`src/inc/transceiver_cfg_pkg.sv`:
```
// Purpose: shared constants and types of the transceiver control block
// Assumes: 24-bit control words, four latches
// Notes:   register offsets are byte addresses on AHB-Lite
package transceiver_cfg_pkg;

    // ----------------------------------------------------------------
    // bus map
    // ----------------------------------------------------------------
    localparam logic [7:0] CTRL_OFFSET   = 8'h00;
    localparam logic [7:0] STATUS_OFFSET = 8'h04;
    localparam logic [7:0] WORD_A_OFFSET = 8'h08;
    localparam logic [7:0] WORD_B_OFFSET = 8'h0c;
    localparam logic [7:0] WORD_C_OFFSET = 8'h10;
    localparam logic [7:0] WORD_D_OFFSET = 8'h14;
    localparam int         RESTART_BIT   = 0;

    // ----------------------------------------------------------------
    // control word fields
    // ----------------------------------------------------------------
    localparam int WSEL_HI   = 23;
    localparam int WSEL_LO   = 22;
    localparam int OPMODE_LO = 10;
    localparam int LNAG_BIT  = 12;
    localparam int MODS_BIT  = 19;
    localparam int DPOL_BIT  = 20;
    localparam int BAND_BIT  = 17;
    localparam int VCOC_LO   = 18;
    localparam logic [11:0] A_UPPER_RESET = 12'h07c;
    localparam logic [11:0] B_UPPER_RESET = 12'h73a;
    localparam logic [4:0]  D_UPPER_RESET = 5'h04;
    localparam logic [1:0]  START_SETTLE  = 2'h3;

    // channel tables indexed by {sel1, sel0}
    localparam logic [3:0][9:0]  REF_DIV_DEFAULT =
        {10'h012, 10'h020, 10'h020, 10'h010};
    localparam logic [3:0][16:0] RX_FB_DEFAULT =
        {17'h002fe, 17'h00fcf, 17'h00766, 17'h0077f};
    localparam logic [3:0][16:0] TX_FB_DEFAULT =
        {17'h00319, 17'h00fff, 17'h00796, 17'h00797};
    localparam logic [3:0]       BAND_DEFAULT = 4'h5;
    localparam logic [3:0][1:0]  VCOC_DEFAULT = {2'h0, 2'h3, 2'h1, 2'h3};

    // ----------------------------------------------------------------
    // types
    // ----------------------------------------------------------------
    typedef enum logic [1:0] {
        MODE_STANDBY, MODE_RECEIVE, MODE_TRANSMIT, MODE_IDLE
    } op_mode_e;

    typedef logic [23:0] ctrl_word_t;

    typedef struct packed {
        op_mode_e mode;
        logic     fsk;
        logic     lna_low;
    } radio_cfg_s;

    typedef struct packed {
        logic [9:0]  rx_ref;
        logic [16:0] rx_fb;
        logic [9:0]  tx_ref;
        logic [16:0] tx_fb;
    } synth_div_s;

    function automatic ctrl_word_t default_word(
        input logic [1:0] chan,
        input logic [1:0] idx
    );
        ctrl_word_t w;
        w = '0;
        case (idx)
            2'h0: w = {2'h0, A_UPPER_RESET, REF_DIV_DEFAULT[chan]};
            2'h1: w = {2'h1, B_UPPER_RESET, REF_DIV_DEFAULT[chan]};
            2'h2: w = {2'h2, 2'h0, VCOC_DEFAULT[chan],
                       BAND_DEFAULT[chan], RX_FB_DEFAULT[chan]};
            default: w = {2'h3, D_UPPER_RESET, TX_FB_DEFAULT[chan]};
        endcase
        return w;
    endfunction : default_word

endpackage : transceiver_cfg_pkg

```
`src/core/transceiver_mode_serial_config.sv`:
```
// Purpose: mode pins, serial control port and control-word latches
// Assumes: mclk 25 MHz, serial clock far slower (8+ samples a period)
// Notes:   all pins pass two flops; bus stalls while ce is low
//
// Summary of operation
// - ask: data 0 kills amplifier, 1 enables
// - fsk: data low closes pulling switch
// - power-up starts in stand-alone operation
// - two select pins choose the channel
// - receive divider defaults follow the channel
// - transmit dividers: same reference, own feedback
// - rx/tx pins pick standby, receive, transmit, idle
// - pulled-down mode pins mean standby
// - pins choose modulation and amplifier gain
// - first select-0 transition enters programmable operation
// - serial data shifted msb first, 24 bits
// - latch edge copies word by top bits
// - word is two address, 22 data bits
// - surplus leading bits fall off
// - other three latches stay untouched
// - words accepted in every mode
// - mode changes keep latched words
// - entry loads defaults from prior pins
`timescale 1ns/1ps
module transceiver_mode_serial_config
(
    input  wire logic                        mclk,
    input  wire logic                        rst_b,
    input  wire logic                        ce,
    input  wire logic                        freq_sel0_latch_enable_pin,
    input  wire logic                        freq_sel1_lock_detect_pin,
    input  wire logic                        rx_enable_serial_clock_pin,
    input  wire logic                        tx_enable_serial_data_pin,
    input  wire logic                        modulation_select_pin,
    input  wire logic                        low_noise_amp_gain_pin,
    input  wire logic                        tx_data_input,
    output logic                             pa_enable,
    output logic                             fsk_switch_closed,
    output logic                             programmable_operation,
    output transceiver_cfg_pkg::radio_cfg_s  radio_cfg,
    output transceiver_cfg_pkg::synth_div_s  synth_div,
    input  wire logic                        hsel,
    input  wire logic [31:0]                 haddr,
    input  wire logic [1:0]                  htrans,
    input  wire logic                        hwrite,
    input  wire logic [2:0]                  hsize,
    input  wire logic [31:0]                 hwdata,
    input  wire logic                        hready,
    output logic                             hreadyout,
    output logic                             hresp,
    output logic [31:0]                      hrdata
);
    import transceiver_cfg_pkg::*;

    // ----------------------------------------------------------------
    // state
    // ----------------------------------------------------------------
    typedef struct packed {
        logic [2:0]            sel0;   // s1, s2, previous
        logic [1:0]            sel1;
        logic [2:0]            sclk;
        logic [1:0]            sdat;
        logic [1:0]            mods;
        logic [1:0]            gain;
        logic [1:0]            txd;
        logic [1:0]            start_cnt;
        logic                  prog;
        ctrl_word_t            shift;
        logic [3:0][23:0]      words;
        logic                  dp_valid;
        logic                  dp_write;
        logic [7:0]            dp_addr;
        logic [31:0]           rdata;
        radio_cfg_s            cfg;
        synth_div_s            div;
        logic                  pa;
        logic                  fsw;
    } state_s;

    state_s     r_reg;
    state_s     r_next;
    logic       settled;
    logic       sel0_edge;
    logic       sel0_rise;
    logic       sclk_rise;
    logic [1:0] chan;
    logic [1:0] chan_prev;
    logic       txd_eff;
    logic       restart;
    radio_cfg_s eff_cfg;
    synth_div_s eff_div;
    ctrl_word_t eff_word [4];

    // ----------------------------------------------------------------
    // pin events
    // ----------------------------------------------------------------
    // pins pass two flops first; the third select-0 and serial clock
    // stage only keeps the old level for edge finding
    // the previous stage is only trusted once the chain has filled,
    // otherwise reset values would fake a first transition
    assign settled   = (r_reg.start_cnt == START_SETTLE);
    assign sel0_edge = settled && (r_reg.sel0[1] != r_reg.sel0[0]);
    assign sel0_rise = r_reg.sel0[1] && !r_reg.sel0[0];
    assign sclk_rise = r_reg.sclk[1] && !r_reg.sclk[0];
    assign chan      = {r_reg.sel1[0], r_reg.sel0[1]};
    assign chan_prev = {r_reg.sel1[0], r_reg.sel0[0]};

    // only a write data phase may return to stand-alone; hwdata is
    // valid in the cycle after the address was taken
    assign restart = r_reg.dp_valid && r_reg.dp_write &&
                     (r_reg.dp_addr == CTRL_OFFSET) &&
                     hwdata[RESTART_BIT];

    // ----------------------------------------------------------------
    // effective configuration
    // ----------------------------------------------------------------
    // one view of the four words for both modes, so bus readback and
    // the synthesiser outputs can never disagree
    always_comb
    begin
        for (int i = 0; i < 4; i++)
        begin
            if (r_reg.prog)
                eff_word[i] = r_reg.words[i];
            else
                eff_word[i] = default_word(chan, 2'(i));
        end
        eff_div.rx_ref = eff_word[0][9:0];
        eff_div.tx_ref = eff_word[1][9:0];
        eff_div.rx_fb  = eff_word[2][16:0];
        eff_div.tx_fb  = eff_word[3][16:0];
        if (r_reg.prog)
        begin
            eff_cfg.mode    = op_mode_e'(eff_word[0][OPMODE_LO +: 2]);
            eff_cfg.fsk     = eff_word[0][MODS_BIT];
            eff_cfg.lna_low = !eff_word[0][LNAG_BIT];
            txd_eff = r_reg.txd[0] ^ eff_word[0][DPOL_BIT];
        end
        else
        begin
            // undriven pins sit low in the pad, giving standby
            case ({r_reg.sclk[1], r_reg.sdat[0]})
                2'b10:   eff_cfg.mode = MODE_RECEIVE;
                2'b01:   eff_cfg.mode = MODE_TRANSMIT;
                2'b11:   eff_cfg.mode = MODE_IDLE;
                default: eff_cfg.mode = MODE_STANDBY;
            endcase
            eff_cfg.fsk     = r_reg.mods[0];
            eff_cfg.lna_low = r_reg.gain[0];
            txd_eff = r_reg.txd[0];
        end
    end

    // ----------------------------------------------------------------
    // next state
    // ----------------------------------------------------------------
    always_comb
    begin
        r_next = r_reg;
        if (ce)
        begin
            r_next.sel0 = {freq_sel0_latch_enable_pin, r_reg.sel0[2:1]};
            r_next.sel1 = {freq_sel1_lock_detect_pin, r_reg.sel1[1]};
            r_next.sclk = {rx_enable_serial_clock_pin, r_reg.sclk[2:1]};
            r_next.sdat = {tx_enable_serial_data_pin, r_reg.sdat[1]};
            r_next.mods = {modulation_select_pin, r_reg.mods[1]};
            r_next.gain = {low_noise_amp_gain_pin, r_reg.gain[1]};
            r_next.txd  = {tx_data_input, r_reg.txd[1]};
            if (!settled)
                r_next.start_cnt = 2'(r_reg.start_cnt + 2'h1);

            // software return to stand-alone; a pin transition in the
            // same cycle does not re-enter, so the return wins
            if (restart)
                r_next.prog = 1'b0;

            if (!r_reg.prog && sel0_edge)
            begin
                r_next.prog = 1'b1;
                for (int i = 0; i < 4; i++)
                    r_next.words[i] = default_word(chan_prev, 2'(i));
            end

            // accepted whatever the operating mode
            if (r_reg.prog)
            begin
                if (sclk_rise)
                    r_next.shift = {r_reg.shift[22:0], r_reg.sdat[0]};
                // a latch edge in the same cycle as a clock edge would
                // store the word without that bit; the host avoids it
                if (sel0_rise)
                    r_next.words[r_reg.shift[WSEL_HI:WSEL_LO]] =
                        r_reg.shift;
            end

            // mode changes never touch the latched words
            r_next.cfg = eff_cfg;
            r_next.div = eff_div;
            r_next.pa  = (eff_cfg.mode == MODE_TRANSMIT) &&
                         (eff_cfg.fsk || txd_eff);
            r_next.fsw = eff_cfg.fsk && !txd_eff;

            r_next.dp_valid = hsel && hready && htrans[1];
            r_next.dp_write = hwrite;
            r_next.dp_addr  = haddr[7:0];
            if (hsel && hready && htrans[1] && !hwrite)
            begin
                r_next.rdata = 32'h0000_0000;
                case (haddr[7:0])
                    STATUS_OFFSET:
                        r_next.rdata[7:0] = {r_reg.pa, chan,
                            r_reg.cfg.lna_low, r_reg.cfg.fsk,
                            r_reg.cfg.mode, r_reg.prog};
                    WORD_A_OFFSET, WORD_B_OFFSET,
                    WORD_C_OFFSET, WORD_D_OFFSET:
                        r_next.rdata[23:0] =
                            eff_word[2'((haddr[7:0] - WORD_A_OFFSET) >> 2)];
                    default:
                        r_next.rdata = 32'h0000_0000;
                endcase
            end
        end
    end

    // ----------------------------------------------------------------
    // registers
    // ----------------------------------------------------------------
    always_ff @(posedge mclk or negedge rst_b)
    begin
        if (!rst_b)
            r_reg <= '0;
        else
            r_reg <= r_next;
    end

    assign pa_enable              = r_reg.pa;
    assign fsk_switch_closed      = r_reg.fsw;
    assign programmable_operation = r_reg.prog;
    assign radio_cfg              = r_reg.cfg;
    assign synth_div              = r_reg.div;
    // frozen state cannot take a transfer, so the bus is held off
    assign hreadyout              = ce;
    assign hresp                  = 1'b0;
    assign hrdata                 = r_reg.rdata;
endmodule : transceiver_mode_serial_config

```
`config.mk`:
```
export PLATFORM = sky130hd
export DESIGN_NAME = transceiver_mode_serial_config
export DESIGN_NICKNAME = d
export VERILOG_FILES = /design/src/inc/transceiver_cfg_pkg.sv /design/src/core/transceiver_mode_serial_config.sv
export SDC_FILE = /design/constraint.sdc
export NUM_CORES = 1
export LEC_CHECK = 0
export ABC_AREA = 1
export BUFFER_PORTS_ARGS = -buffer_cell sky130_fd_sc_hd__buf_4
export CORE_MARGIN = 3
export CORE_UTILIZATION = 55
export CTS_BUF_LIST = sky130_fd_sc_hd__clkbuf_4 sky130_fd_sc_hd__clkbuf_8
export DETAILED_ROUTE_END_ITERATION = 6
export GPL_TIMING_DRIVEN = 1
export MAX_ROUTING_LAYER = met4
export PLACE_DENSITY_LB_ADDON = 0.15
export SYNTH_ARGS = -nofsm -noshare
export SYNTH_HDL_FRONTEND = slang
export SYNTH_SLANG_ARGS = --single-unit
```
`constraint.sdc`:
```
create_clock -name mclk -period 2.2 [get_ports mclk]
set_input_delay 0.33 -clock mclk [delete_from_list [all_inputs] [get_ports mclk]]
set_output_delay 0.33 -clock mclk [all_outputs]
set_load 0.005 [all_outputs]
```
---- Yosys cells after proc, flatten, opt, wreduce, memory -nomap -nowiden ----
Index checks and enable logic that the tools add are counted.
word-level totals
  input port bits ......................... 82
  bits in registers ....................... 233
  output and inout bits ................... 95
  word-level logic and storage cells ...... 116
cells by class
  reduce and logical (&&, ||, !) cells .... 27
  mux-type cells .......................... 41
  eq/ne operators ......................... 11
  $add $sub $neg .......................... 2
  bitwise gates (word level) .............. 3
  $lt $le $gt $ge ......................... 5
operators with widths
  kind                  number
  $mux W96              4
  $mux W24              7
  $bmux W17 S2          4
  $bwmux W96            1
  $mux W17              4
  $bmux W24 S2          1
  $demux W24 S2         1
  $bmux W10 S2          2
  $mux W10              2
  $eq A8 B4 Y1 const B  2
  $eq A8 B5 Y1 const B  2
  $mux W16              1
  $pmux W8 S2           1
  $logic_and A1 B1 Y1   13
  $lt A2 B3 Y1 const B  3
  $bmux W2 S2           2
  $eq A2 B2 Y1 const B  4
  $eq A8 B3 Y1 const B  1
  $logic_not A8 Y1      1
  $logic_not A1 Y1      6
  $pmux W2 S3           1
  $reduce_and A2 Y1     3
  $mux W1               5
  $bmux W1 S2           2
  other kinds (15)      16

---- Logic depth before layout (Yosys ltp) ----
Gate-level depths: netlist of the first run.
  word-level depth ........................ 8
  depth in mapped cells ................... 10

---- Worst setup path before layout of the first run ----
Ideal clock, no wire load.
  path kind ............................... reg-to-reg
  start ................................... reg r_reg, in the netlist chan_prev[0]
  end ..................................... reg r_reg[158] (netlist name)
  stages on the path, launching flop included .. 11
  required time ........................... 2.063 ns
  setup time .............................. 0.137 ns
  clock period less this slack ............ 1.674 ns
  path buffers ............................ 2
  path slack .............................. 0.526 ns
  arrival ................................. 1.537 ns
  cell sequence ........................... dfrtp_1 inv_1 ha_1 nor2_1 nand3_1 buf_4 nand2_1 inv_2 buf_2 nand2_1 o211ai_1
between the ends
  cells in the longest elaborated chain, start to end .. 8
RTL lines
  element                                           line                                   RTL
  from (decl)                                       transceiver_mode_serial_config.sv:80   state_s r_reg;
  from (signal assigned)                            transceiver_mode_serial_config.sv:233  r_reg <= r_next;
  branches (longest 7 deep; another with $mux W96)  -
  $mux W96 (*)                                      transceiver_mode_serial_config.sv:185  if (r_reg.prog)
Every way passes the cells marked *. The select of a mux whose other input is x is not followed.
A chain may end at the register's enable or synchronous reset.

---- Final worst setup path of the first run ----
  start ................................... reg r_reg, in the netlist chan[1]
  end ..................................... reg r_reg, in the netlist hrdata[8]
between the ends
  cells in the longest elaborated chain, start to end .. 7
RTL lines
  element                                                       line                                   RTL
  $bmux W17 S2, or another cell as far along                    transceiver_cfg_pkg.sv:76              default: w = {2'h3, D_UPPER_RESET, TX_FB_DEFAULT[chan]};
  $mux W17 (implied by the code), or another cell as far along  transceiver_cfg_pkg.sv:76
  $mux W24                                                      transceiver_mode_serial_config.sv:123  if (r_reg.prog)
  $bmux W24 S2 (*)                                              transceiver_mode_serial_config.sv:217  eff_word[2'((haddr[7:0] - WORD_A_OFFSET) >> 2)];
  $mux W24 (implied by the code) (*) (2 in series)              transceiver_mode_serial_config.sv:217
  $mux W16 (*)                                                  transceiver_mode_serial_config.sv:209  case (haddr[7:0])
Every way passes the cells marked *; elsewhere a longest branch is shown, timed or not. The select of a mux whose other input is x is not followed.

==> results of run 1 <==
## worst max-delay path by stage
stage,start,endpoint,depth (start not counted)
final,chan[1]$_DFFE_PN0P_,hrdata[8]$_DFFE_PN0P_,9
after global placement,chan[1]$_DFFE_PN0P_,hrdata[8]$_DFFE_PN0P_,9
after global routing,haddr[5],hrdata[17]$_DFFE_PN0P_,9
after CTS,chan[1]$_DFFE_PN0P_,hrdata[8]$_DFFE_PN0P_,9
after floorplan,chan_prev[0]$_DFFE_PN0P_,r_reg[158]$_DFFE_PN0P_,10
after detailed placement,chan_prev[0]$_DFFE_PN0P_,r_reg[184]$_DFFE_PN0P_,6
## synthesized netlist by cell type (6+ instances only)
| cell | count |
|---|---|
| o21ai_0 | 161 |
| nor2_1 | 61 |
| o22ai_1 | 36 |
| buf_2 | 32 |
| o211ai_1 | 22 |
| buf_4 | 100 |
| ha_1 | 14 |
| a21oi_1 | 17 |
| inv_1 | 94 |
| o221ai_1 | 6 |
| clkbuf_1 | 16 |
| dfrtp_1 | 233 |
| or2_2 | 8 |
| nand3_1 | 32 |
| o21a_1 | 7 |
| inv_2 | 10 |
| nand2_1 | 372 |
## layout make-up
type | count | area (µm²)
Timing Repair Buffer | 154 | 1270
Inverter | 105 | 395
Clock inverter | 7 | 40.0
Fill cell | 1652 | 6730
Clock buffer | 64 | 800
Sequential cell | 233 | 5830
Tap cell | 260 | 325
Multi-Input combinational cell | 771 | 3630
## cell families (layout without fill, tap and decap cells)
kind of cell / after synthesis / count (layout) / share of synthesized area, %
AOI/OAI and AO/OA: 258 / 258 / 13.4
xor gates and xnor gates: 3 / 3 / 0.243
adders and majority gates: 14 / 14 / 1.62
buffers and inverters: 257 / 330 / 12.9
DFF: 233 / 233 / 53.9
muxes: 1 / 1 / 0.104
other: 1 / 9 / 0.0346
and+or+nand+nor: 486 / 486 / 17.9
## stage by stage
| stage | setup WS (ns) | hold slack, ns | util (%) | power (mW) |
|---|---|---|---|---|
| final | 0.212 | 0.0232 | 64.6 | 14.2 |
| after global routing | 0.0996 | 0.0196 | 64.6 | 15.0 |
| after CTS | 0.246 | 0.00168 | 64.6 | 14.2 |
| after detailed placement | 0.276 | 0.309 | 59.6 | 10.1 |
| after global placement | 0.299 | 0.305 | 59.6 | 10.0 |
| after floorplan | 0.526 | 0.0344 | - | 8.76 |
## worst max-delay path, stage by stage, from the launching register on
cell and delay, ns:
dfrtp_1 0.46, buf_4 0.20, ha_1 0.17, nand2_1 0.29, o21ai_0 0.23, nand2_1 0.09
o21ai_0 0.15, nor2_1 0.15, nand2_1 0.10, nand2_1 0.08
## repair_timing
action / in CTS / in global routing
buffers inserted: 0 / 0
endpoints found under the setup margin: 0 / 0
endpoints found under the hold margin: 66 / 0
hold buffers: 11 / 0
## power by group through the flow
stage | logic (mW) | clock network (mW) | registers (mW)
final | 3.96 | 4.03 | 6.24
after global routing | 4.37 | 4.29 | 6.35
after CTS | 3.92 | 4.07 | 6.20
after detailed placement | 3.88 | 0 | 6.27
after global placement | 3.78 | 0 | 6.23
after floorplan | 2.72 | 0 | 6.04
## per-layer routing
metal  track usage (%)  vias up  wire [µm]
li1                  -     4037          -
met1              43.2     4249      13700
met2              41.6      389      13200
met3              4.72       54       2500
met4              8.84        0        758
met5                 -        -          0
==> metrics.md, run 1 <==
| Metric | Value |
|---|---|
| Status | finished, final reports clean |
| Internal power | 9.31 mW |
| DRC | 0 |
| RSZ-0062 raised after global routing | false |
| Layout cells sized above 1 | 17.9% |
| Crit-path max FO | 7 |
| Max_cap viols | 0 |
| Number of H-tree levels | 2 |
| Router iterations before antenna repair | 7 |
| Dpl cells | 1512 |
| GR Util All Layers | 29.1% |
| Worst hold path endpoint | r_reg[232]$_DFFE_PN0P_ |
| P per Cell Area | 1160 nW/µm² |
| Crit Path Class | reg2reg |
| I/O Buffers | 108 |
| Main synth FF type | dfrtp_1 |
| Die height | 146 µm |
| Final net count | 1401 |
| Final Setup Violations | 0 |
| Avg Inst Size Synth | 8.64 µm² |
| Clock sinks | 233 |
| Hold Path Depth | 3 |
| Core area | 19000 µm² |
| First-pass GRT wire length | 47300 µm |
| Sequential area share after synthesis | 53.9% |
| Achievable Freq | 503 MHz |
| Fin crit period | 1.99 ns |
| Placed cell areas | 11300 µm² |
| Reg power frac | 43.9% |
| EDFF count, synth | 0 |
| Placer congestion estimate | 0.920 |
| CTS clk-pin slew, worst paths | 0.06 ns |
| Hold Path Origin | tx_enable_serial_data_pin |
| Most common cell after layout, fill and taps aside | nand2_1 |
| Total gr overflow | 0 |
| Switching part of the total | 34.6% |
| I/O pins | 177 |
| Pin count of the biggest net entering global routing | 115 |
| Slew @ Worst Pin | 0.694 ns |
| Worst-skew pair later-pin latency | 0.54 ns |
| Cells on worst reg2reg path | 9 |
| Fin crit share | 90.4% |
| Final WL | 30200 µm |
| Synth Instances | 1253 |
| Wirelength per Cell | 19.0 µm |
| Slew Viols, Final | 0 |
| Antenna violations before repair | 0 |
| CP Launch Type | flip-flop |
| Area growth, synth to finish | 13.5% |
| Flops & latches, synth | 233 |
| Die area | 21400 µm² |
| CTS tree | yes |
| VDD IR max | 0.502 mV |
| Post-route cell area | 12300 µm² |
| Psw | 4.92 mW |
| Number of flip-flops in the largest register | 145 |
| Vias | 8729 |
| Max_slew headroom | 53.3% |
| Yosys warns | 0 |
| Commonest non-fill, non-tap cells in the layout | 372 x nand2_1, 233 x dfrtp_1, 161 x o21ai_0 |
| Post-CTS sizing | 0 |
| Initial Util | 56.9% |
| Top cells by area, synth | dfrtp_1 54%, nand2_1 13%, o21ai_0 7.4% |
| Num CTS Buffers | 40 |
| Crit end category | flip-flop |
| Area share of the largest cell type after synthesis | 53.9% |
| Clock power frac | 28.3% |
| Comb pwr share | 27.8% |
| Layout Skew | 0.0237 ns |
| Critical Path RT | 2.66 ns |
| Vias per cell | 5.48 |
| Leading area contributor after synthesis | dfrtp_1 |
| Die W | 146 µm |
| Worst reg-to-reg setup slack | 0.21 ns |
| Async S/R FF share, synth | 100% |
| Worst flop-to-flop path startpoint | chan[1]$_DFFE_PN0P_ |
| Worst R2R End | hrdata[8]$_DFFE_PN0P_ |
| Critical Path AT | 2.45 ns |
| Setup TNS | 0 ns |
| FP Rows | 50 |
| Ant diodes | 0 |
| DP HPWL | 21300 µm |
| Vias in the first global route | 8285 |
| Fin. Hold Viols | 0 |
| Clk buf depth | 3 |
| Post-Syn Area | 10800 µm² |
| Detailed router's first-iteration violation count | 906 |
| Leakage power | 6.09 nW |
| Unique masters post-synth | 38 |
| Post-route ant nets | 0 |
| Clock root cell | clkbuf_8 |
| Post-route insts no fill | 1594 |
| HP Class | in2reg |
Power figures use the tool's default switching activity.
==> run 2, diff against run 1 <==
--- a/config.mk
+++ b/config.mk
@@ -7,8 +7,9 @@
 export LEC_CHECK = 0
 export ABC_AREA = 1
 export BUFFER_PORTS_ARGS = -buffer_cell sky130_fd_sc_hd__buf_4
-export CORE_MARGIN = 3
-export CORE_UTILIZATION = 55
+export CELL_PAD_IN_SITES_DETAIL_PLACEMENT = 1
+export CELL_PAD_IN_SITES_GLOBAL_PLACEMENT = 1
+export CORE_UTILIZATION = 44
 export CTS_BUF_LIST = sky130_fd_sc_hd__clkbuf_4 sky130_fd_sc_hd__clkbuf_8
 export DETAILED_ROUTE_END_ITERATION = 6
 export GPL_TIMING_DRIVEN = 1
==> run 2 against run 1 <==
  * Wire length is 15% higher
  * Non-clock buffer count is 12 higher
  * Clock power rose by 9.2%
  * Clock-buffer cell count increased by 2
  * Clock skew up 0.0031 ns
  * Sequential power about the same
  * Critical endpoint is now r_reg[175]$_DFFE_PN0P_
==> metrics.md, run 2 (synthesis gave the netlist of run 1 again) <==
| Metric | Value |
|---|---|
| Router iterations before antenna repair | 5 (-2) |
| Fin. Hold Viols | 0 (unchanged) |
| Achievable Freq | 502 MHz (-0.31%) |
| Clk buf depth | 3 (unchanged) |
| Placed cell areas | 11500 µm² (+1.4%) |
| CP Launch Type | flip-flop |
| Core area | 24200 µm² (+28%) |
| Final WL | 34700 µm (+15%) |
| Fin util | 51.7% (-13 points) |
| P per Cell Area | 1180 nW/µm² (+2.2%) |
| Most common cell after layout, fill and taps aside | nand2_1 |
| Hold-fix buffers, CTS | 13 (+2) |
| HP Class | in2reg |
| Buf/Inv on CP | 2 (+1) |
| Crit path cell chain | inv_1, ha_1, nor2_1, nand3_1, buf_4, or2_1, o211ai_1 |
| Fin crit period | 1.99 ns (+0.00614 ns) |
| Pin count of the biggest net entering global routing | 115 (unchanged) |
| Num CTS Buffers | 42 (+5.0%) |
| Final Total Pwr | 14.8 mW (+4.2%) |
| Area growth, synth to finish | 15.7% |
| Crit Path Class | reg2reg |
| Layout cells sized above 1 | 18.4% (+0.52 points) |
| Post-route ant nets | 0 (unchanged) |
| RSZ-0062 raised after global routing | false |
| Slew Viols, Final | 0 (unchanged) |
| Total gr overflow | 0 (unchanged) |
| Status | finished, final reports clean |
| Crit-path slowest cell | dfrtp_1 |
| DRC | 0 (unchanged) |
| Final Setup Violations | 0 (unchanged) |
| Worst R2R End | r_reg[175]$_DFFE_PN0P_ |
| Clock sinks | 233 (unchanged) |
| Die height | 159 µm (+8.6%) |
| Post-route cell area | 12500 µm² (+2.0%) |
| Crit path from | chan_prev[0]$_DFFE_PN0P_ |
| Worst flop-to-flop path startpoint | chan_prev[0]$_DFFE_PN0P_ |
| Worst-skew pair later-pin latency | 0.56 ns (+0.02 ns) |
| FP Rows | 57 (+14%) |
| Sequential cell area | 5830 µm² (unchanged) |
| Total setup buffers inserted after CTS | 0 (unchanged) |
| GR Util All Layers | 29.0% (-0.093 points) |
| DP HPWL | 24000 µm (+13%) |
| Initial Util | 44.6% (-12 points) |
| Vias in the first global route | 9059 (+9.3%) |
| Hold WS | 0.0212 ns (-0.00200 ns) |
| Max_cap viols | 0 (unchanged) |
| First-pass GRT wire length | 54000 µm (+14%) |
| VDD IR max | 0.504 mV (+0.44%) |
| Vias per cell | 5.26 (-3.9%) |
| Critical Path RT | 2.65 ns (about the same) |
| Antenna violations before repair | 0 (unchanged) |
| Placer congestion estimate | 0.851 (-7.6%) |
| Detailed router's first-iteration violation count | 660 (-27%) |
| Layout Skew | 0.0268 ns (+0.00306 ns) |
| Ant diodes | 0 (unchanged) |
| Fin crit share | 90.6% (+0.28 points) |
| Commonest non-fill, non-tap cells in the layout | 372 x nand2_1, 233 x dfrtp_1, 161 x o21ai_0 |
| Worst reg-to-reg setup slack | 0.21 ns (about the same) |
| WP depth | 7 (-2) |
| Die W | 159 µm (+8.6%) |
| Setup TNS | 0 ns (unchanged) |
| CP top delay family | simple AND/OR/NAND/NOR gates |
| Number of H-tree levels | 2 (unchanged) |
| Number of flip-flops in the largest register | 145 (unchanged) |
| Max_slew headroom | 50.7% (-2.5 points) |
| Post-CTS sizing | 0 (unchanged) |
| # fillers | 2876 (+74%) |
| Multi-input gate area | 3630 µm² (unchanged) |
| I/O Buffers | 108 (unchanged) |
| Critical Path AT | 2.45 ns (about the same) |
| Leakage power | 6.17 nW (+1.4%) |
| Cells on worst reg2reg path | 7 (-2) |
| Slew @ Worst Pin | 0.731 ns (+0.0375 ns) |
| Final net count | 1415 (+1.0%) |
| CP max stage delay | 0.42 ns (-0.04 ns) |
| Crit end category | flip-flop |
| I/O pins | 177 (unchanged) |
| CTS clk-pin slew, worst paths | 0.06 ns (about the same) |
| Vias | 8784 (+0.63%) |
| Clock root cell | clkbuf_8 |
| Die area | 25200 µm² (+18%) |
| CP Capture Point | r_reg[175]$_DFFE_PN0P_ |
| Wirelength per Cell | 20.8 µm (+9.6%) |
| Crit-path max FO | 7 (unchanged) |
| CTS tree | yes |
## run 2: cell types whose count changed in the layout (fill, tap and decap cells not counted), sizes merged
cell / change
bufinv: +2
clkbuf: +2
dlygate4sd3: +2
clkinv: -4
buf: +10
clkinvlp: -1
## run 2: cell type report
cell class                      count  share of cell area [%]
Multi-Input combinational cell    771                    29.0
Tap cell                          324                    3.24
Clock inverter                      4                   0.579
Inverter                          105                    3.16
Timing Repair Buffer              166                    10.9
Sequential cell                   233                    46.5
Clock buffer                       66                    6.65
## run 2: worst min-delay path by stage
| stage | startpoint | end | slack, ns | depth (start not counted) |
|---|---|---|---|---|
| after floorplan | rst_b | chan[0]$_DFFE_PN0P_ | 0.03 | 0 |
| after global placement | rst_b | radio_cfg[1]$_DFFE_PN0P_ | 0.35 | 1 |
| final | haddr[4] | r_reg[96]$_DFFE_PN0P_ | 0.02 | 3 |
| after CTS | haddr[4] | r_reg[96]$_DFFE_PN0P_ | 0.004 | 3 |
| after detailed placement | rst_b | synth_div[3]$_DFFE_PN0P_ | 0.34 | 1 |
| after global routing | haddr[4] | r_reg[96]$_DFFE_PN0P_ | 0.02 | 3 |
## run 2: layer usage
metal  share of wire [%]  GRT usage [%]
met5                   0              -
met3                 5.9           5.09
met4                 3.3           10.8
met1                  47           40.4
met2                  44           42.5
## run 2: tightest hold or removal path, delay by kind of cell
family,cells,cell delay (ns)
and+or+nand+nor,2,0.11
buffers and inverters,1,0.10
## run 2: metrics by stage
stage / cells / setup WS, ns
CTS: 1669 / 0.186
global placement: 1586 / 0.253
floorplan: 1261 / 0.526
global route: 1669 / 0.0230
finish: 1669 / 0.206
detailed placement: 1586 / 0.223
## run 2: report_power, final
| part | leakage (nW) | internal (mW) | switching (mW) |
|---|---|---|---|
| clock network | 0.476 | 2.62 | 1.78 |
| registers | 2.98 | 5.50 | 0.765 |
| logic | 2.71 | 1.55 | 2.61 |
==> run 3, diff against run 2 <==
--- a/config.mk
+++ b/config.mk
@@ -5,11 +5,10 @@
 export SDC_FILE = /design/constraint.sdc
 export NUM_CORES = 1
 export LEC_CHECK = 0
-export ABC_AREA = 1
 export BUFFER_PORTS_ARGS = -buffer_cell sky130_fd_sc_hd__buf_4
 export CELL_PAD_IN_SITES_DETAIL_PLACEMENT = 1
 export CELL_PAD_IN_SITES_GLOBAL_PLACEMENT = 1
-export CORE_UTILIZATION = 44
+export CORE_UTILIZATION = 46
 export CTS_BUF_LIST = sky130_fd_sc_hd__clkbuf_4 sky130_fd_sc_hd__clkbuf_8
 export DETAILED_ROUTE_END_ITERATION = 6
 export GPL_TIMING_DRIVEN = 1
==> run 3 against run 2 <==
  * Largest power group unchanged
  * Highest routed layer unchanged
  * Wire length down 10%
  * Critical endpoint is now r_reg[107]$_DFFE_PN0P_
  * Largest cell class unchanged
  * Combinational power down 66%
  * Sequential share of layout area down 0.076 points
==> metrics.md, run 3 <==
| Metric | Value |
|---|---|
| Status | finished, final reports clean |
| EDFF count, synth | 0 (unchanged) |
| Post-Syn Area | 10900 µm² (+0.97%) |
| Clock root cell | clkbuf_8 |
| CP Launch Type | flip-flop |
| Max_slew headroom | 43.0% (-7.7 points) |
| Avg Inst Size Synth | 10.9 µm² (+26%) |
| Initial Util | 46.7% (+2.1 points) |
| Worst hold path endpoint | r_reg[240]$_DFFE_PN0P_ |
| Number of flip-flops in the largest register | 145 (unchanged) |
| Sequential cell area | 5830 µm² (about the same) |
| Core area | 23400 µm² (-3.5%) |
| Worst flop-to-flop path startpoint | programmable_operation$_DFFE_PN0P_ |
| Yosys warns | 0 (unchanged) |
| Placer congestion estimate | 0.931 (+9.5%) |
| Area share of the largest cell type after synthesis | 53.3% (-0.52 points) |
| Global Route met2 Usage | 42.8% (+0.29 points) |
| P per Cell Area | 843 nW/µm² (-29%) |
| Buf/Inv on CP | 2 (unchanged) |
| Crit Path Class | reg2reg |
| Sequential area share after synthesis | 53.3% (-0.52 points) |
| Achievable Freq | 482 MHz (-3.8%) |
| Vias | 7924 (-9.8%) |
| Async S/R FF share, synth | 100% (unchanged) |
| Final WL | 31100 µm (-10%) |
| Crit-path max FO | 27 (+20) |
| CP max stage delay | 0.54 ns (+0.12 ns) |
| Post-route ant nets | 0 (unchanged) |
| DP HPWL | 21200 µm (-12%) |
| I/O Buffers | 108 (unchanged) |
| GR Util All Layers | 27.5% (-1.6 points) |
| Clk buf depth | 3 (unchanged) |
| Router iterations before antenna repair | 4 (-1) |
| RSZ-0062 raised after global routing | false |
| Leading area contributor after synthesis | dfrtp_1 |
| FP Rows | 56 (-1.8%) |
| Wirelength per Cell | 22.1 µm (+6.4%) |
| Crit end category | flip-flop |
| Layout cells sized above 1 | 28.8% (+10 points) |
| Final Setup Violations | 0 (unchanged) |
| Critical Path RT | 2.65 ns (about the same) |
| Pin count of the biggest net entering global routing | 84 (-27%) |
| Synth Instances | 1004 (-20%) |
| Fin. Hold Viols | 0 (unchanged) |
| CP top delay family | simple AND/OR/NAND/NOR gates |
| HP Class | in2reg |
| Hold Path Origin | freq_sel0_latch_enable_pin |
| Worst R2R End | r_reg[107]$_DFFE_PN0P_ |
| Count leader, synth | dfrtp_1 |
| Cells on worst reg2reg path | 6 (-1) |
| Commonest non-fill, non-tap cells in the layout | 232 x dfrtp_1, 157 x buf_4, 71 x a21oi_1 |
| VDD IR max | 0.388 mV (-23%) |
| Number of H-tree levels | 2 (unchanged) |
| Vias in the first global route | 8271 (-8.7%) |
| Die W | 156 µm (-1.7%) |
| Met1 GRT Util | 36.8% (-3.6 points) |
| DRC | 0 (unchanged) |
| Main synth FF type | dfrtp_1 |
| WP depth | 6 (-1) |
| Fin crit share | 94.2% (+3.6 points) |
| Met3 track demand over resource | 4.56% (-0.54 points) |
| Die area | 24400 µm² (-3.4%) |
| First-pass GRT wire length | 49200 µm (-8.9%) |
| Leakage power | 5.99 nW (-2.9%) |
| I/O pins | 177 (unchanged) |
| Vias per cell | 5.63 (+6.9%) |
| Layout Skew | 0.0152 ns (-0.0116 ns) |
| Fin util | 53.7% (+2.0 points) |
| Worst reg-to-reg setup slack | 0.13 ns (-0.08 ns) |
| Fin crit period | 2.07 ns (+0.0789 ns) |
| Slew Viols, Final | 0 (unchanged) |
| Worst-skew pair later-pin latency | 0.54 ns (-0.02 ns) |
| Die height | 156 µm (-1.7%) |
| Final net count | 1159 (-18%) |
| Flops & latches, synth | 233 (unchanged) |
| Total gr overflow | 0 (unchanged) |
| Detailed router's first-iteration violation count | 477 (-28%) |
| Dpl cells | 1338 (-16%) |
| # fillers | 2552 (-11%) |
| Unique masters post-synth | 61 (+61%) |
| Num CTS Buffers | 41 (-2.4%) |
| Critical Path AT | 2.52 ns (+0.07 ns) |
| Most common cell after layout, fill and taps aside | dfrtp_1 |
| CTS tree | yes |
| Crit-path slowest cell | dfrtp_4 |
| Most frequent cells after synthesis | 233 x dfrtp_1, 93 x buf_4, 71 x a21oi_1 |
| Clock sinks | 233 (unchanged) |
| Multi-input gate area | 4020 µm² (+11%) |
| Area growth, synth to finish | 14.9% |
| Slew @ Worst Pin | 0.854 ns (+0.123 ns) |
| Ant diodes | 0 (unchanged) |
| CTS clk-pin slew, worst paths | 0.06 ns (about the same) |
| Max_cap viols | 0 (unchanged) |
| GR peak layer | met2 |
| Top cells by area, synth | dfrtp_1 53%, buf_4 6.4%, mux2_2 6.3% |
| Post-route insts no fill | 1408 (-16%) |
| Hold Path Depth | 2 (-1) |
| Antenna violations before repair | 0 (unchanged) |
| Crit path cell chain | buf_4, nor3b_1, nand2_1, buf_4, nand2_1, a2bb2oi_1 |
## run 3: cell types whose count changed after synthesis, sizes merged, moves of 14 or more
cell    previous run  this run
nand2            374        51
o21ai            162        59
mux2               1        61
inv              104        45
a21oi             17        71
a22o               0        43
o22ai             36         6
mux2i              0        23
a221o              0        19
o211ai            22         5
clkbuf            16        30
## run 3: stage by stage
stage	hold slack, ns	TNS (ns)	setup WS, ns	power [mW]	instance area, µm²
floorplan	0.0344	0	0.341	5.97	11000
global placement	0.326	-0.0193	-0.00837	6.57	11700
detailed placement	0.323	-0.128	-0.0247	6.63	11700
CTS	0.0151	0	0.00212	10.7	12500
global route	0.0269	0	0.0339	11.1	12600
finish	0.0379	0	0.127	10.6	12600
## run 3: layout make-up
type	instances	share of cell area, %
sequential	233	46.5
tap	319	3.18
clock buffer	65	6.43
multi-input combinational	578	32.0
inverter	45	1.35
timing repair buffer	164	10.4
clock inverter	4	0.179
## run 3: repair_timing
action                                 CTS  global route
setup endpoints to repair               23            11
gates resized for setup                  3             2
pin swaps                                0             0
buffers inserted                         0             0
endpoints found under the hold margin   62             0
hold buffers                             1             0
## run 3: worst reg2reg max path, cell delays in order (launching register included)
cell and delay [ns]:
dfrtp_4 0.54, buf_4 0.27, nor3b_1 0.37, nand2_1 0.17, buf_4 0.20, nand2_1 0.25
a2bb2oi_1 0.19
## run 3: metal layers
metal	share of wire (%)	wire length (µm)
met5	0	0
met4	2.3	705
met1	45	14100
met3	4.6	1430
met2	48	14900
## run 3: worst max path at each step
stage                                                   from                      to  slack, ns
final                     programmable_operation$_DFFE_PN0P_  r_reg[107]$_DFFE_PN0P_       0.13
after global routing      programmable_operation$_DFFE_PN0P_  r_reg[158]$_DFFE_PN0P_       0.03
after CTS                                chan[0]$_DFFE_PN0P_  r_reg[162]$_DFFE_PN0P_      0.002
after detailed placement            chan_prev[0]$_DFFE_PN0P_  r_reg[130]$_DFFE_PN0P_      -0.02
after global placement              chan_prev[0]$_DFFE_PN0P_  r_reg[127]$_DFFE_PN0P_     -0.008
after floorplan                     chan_prev[0]$_DFFE_PN0P_  r_reg[129]$_DFFE_PN0P_       0.34
## run 3: kinds of logic (layout without fill, tap and decap cells)
kind of cell | Yosys count | count (layout) | synth area share [%]
buffers and inverters | 201 | 278 | 10.4
other | 1 | 9 | 0.0343
flip-flops | 233 | 233 | 53.3
adder cells (fa/ha/maj) | 14 | 14 | 1.60
AND/OR/NAND/NOR | 204 | 204 | 9.26
AO/OA/AOI/OAI | 263 | 263 | 16.4
XOR/XNOR | 2 | 2 | 0.160
multiplexers | 86 | 86 | 8.80
## run 3: power by group
| group | leakage [nW] | internal (mW) | switching [mW] |
|---|---|---|---|
| clock | 0.443 | 2.31 | 1.72 |
| combinational | 2.52 | 0.711 | 0.706 |
| sequential | 3.03 | 4.70 | 0.440 |
| total | 5.99 | 7.72 | 2.86 |
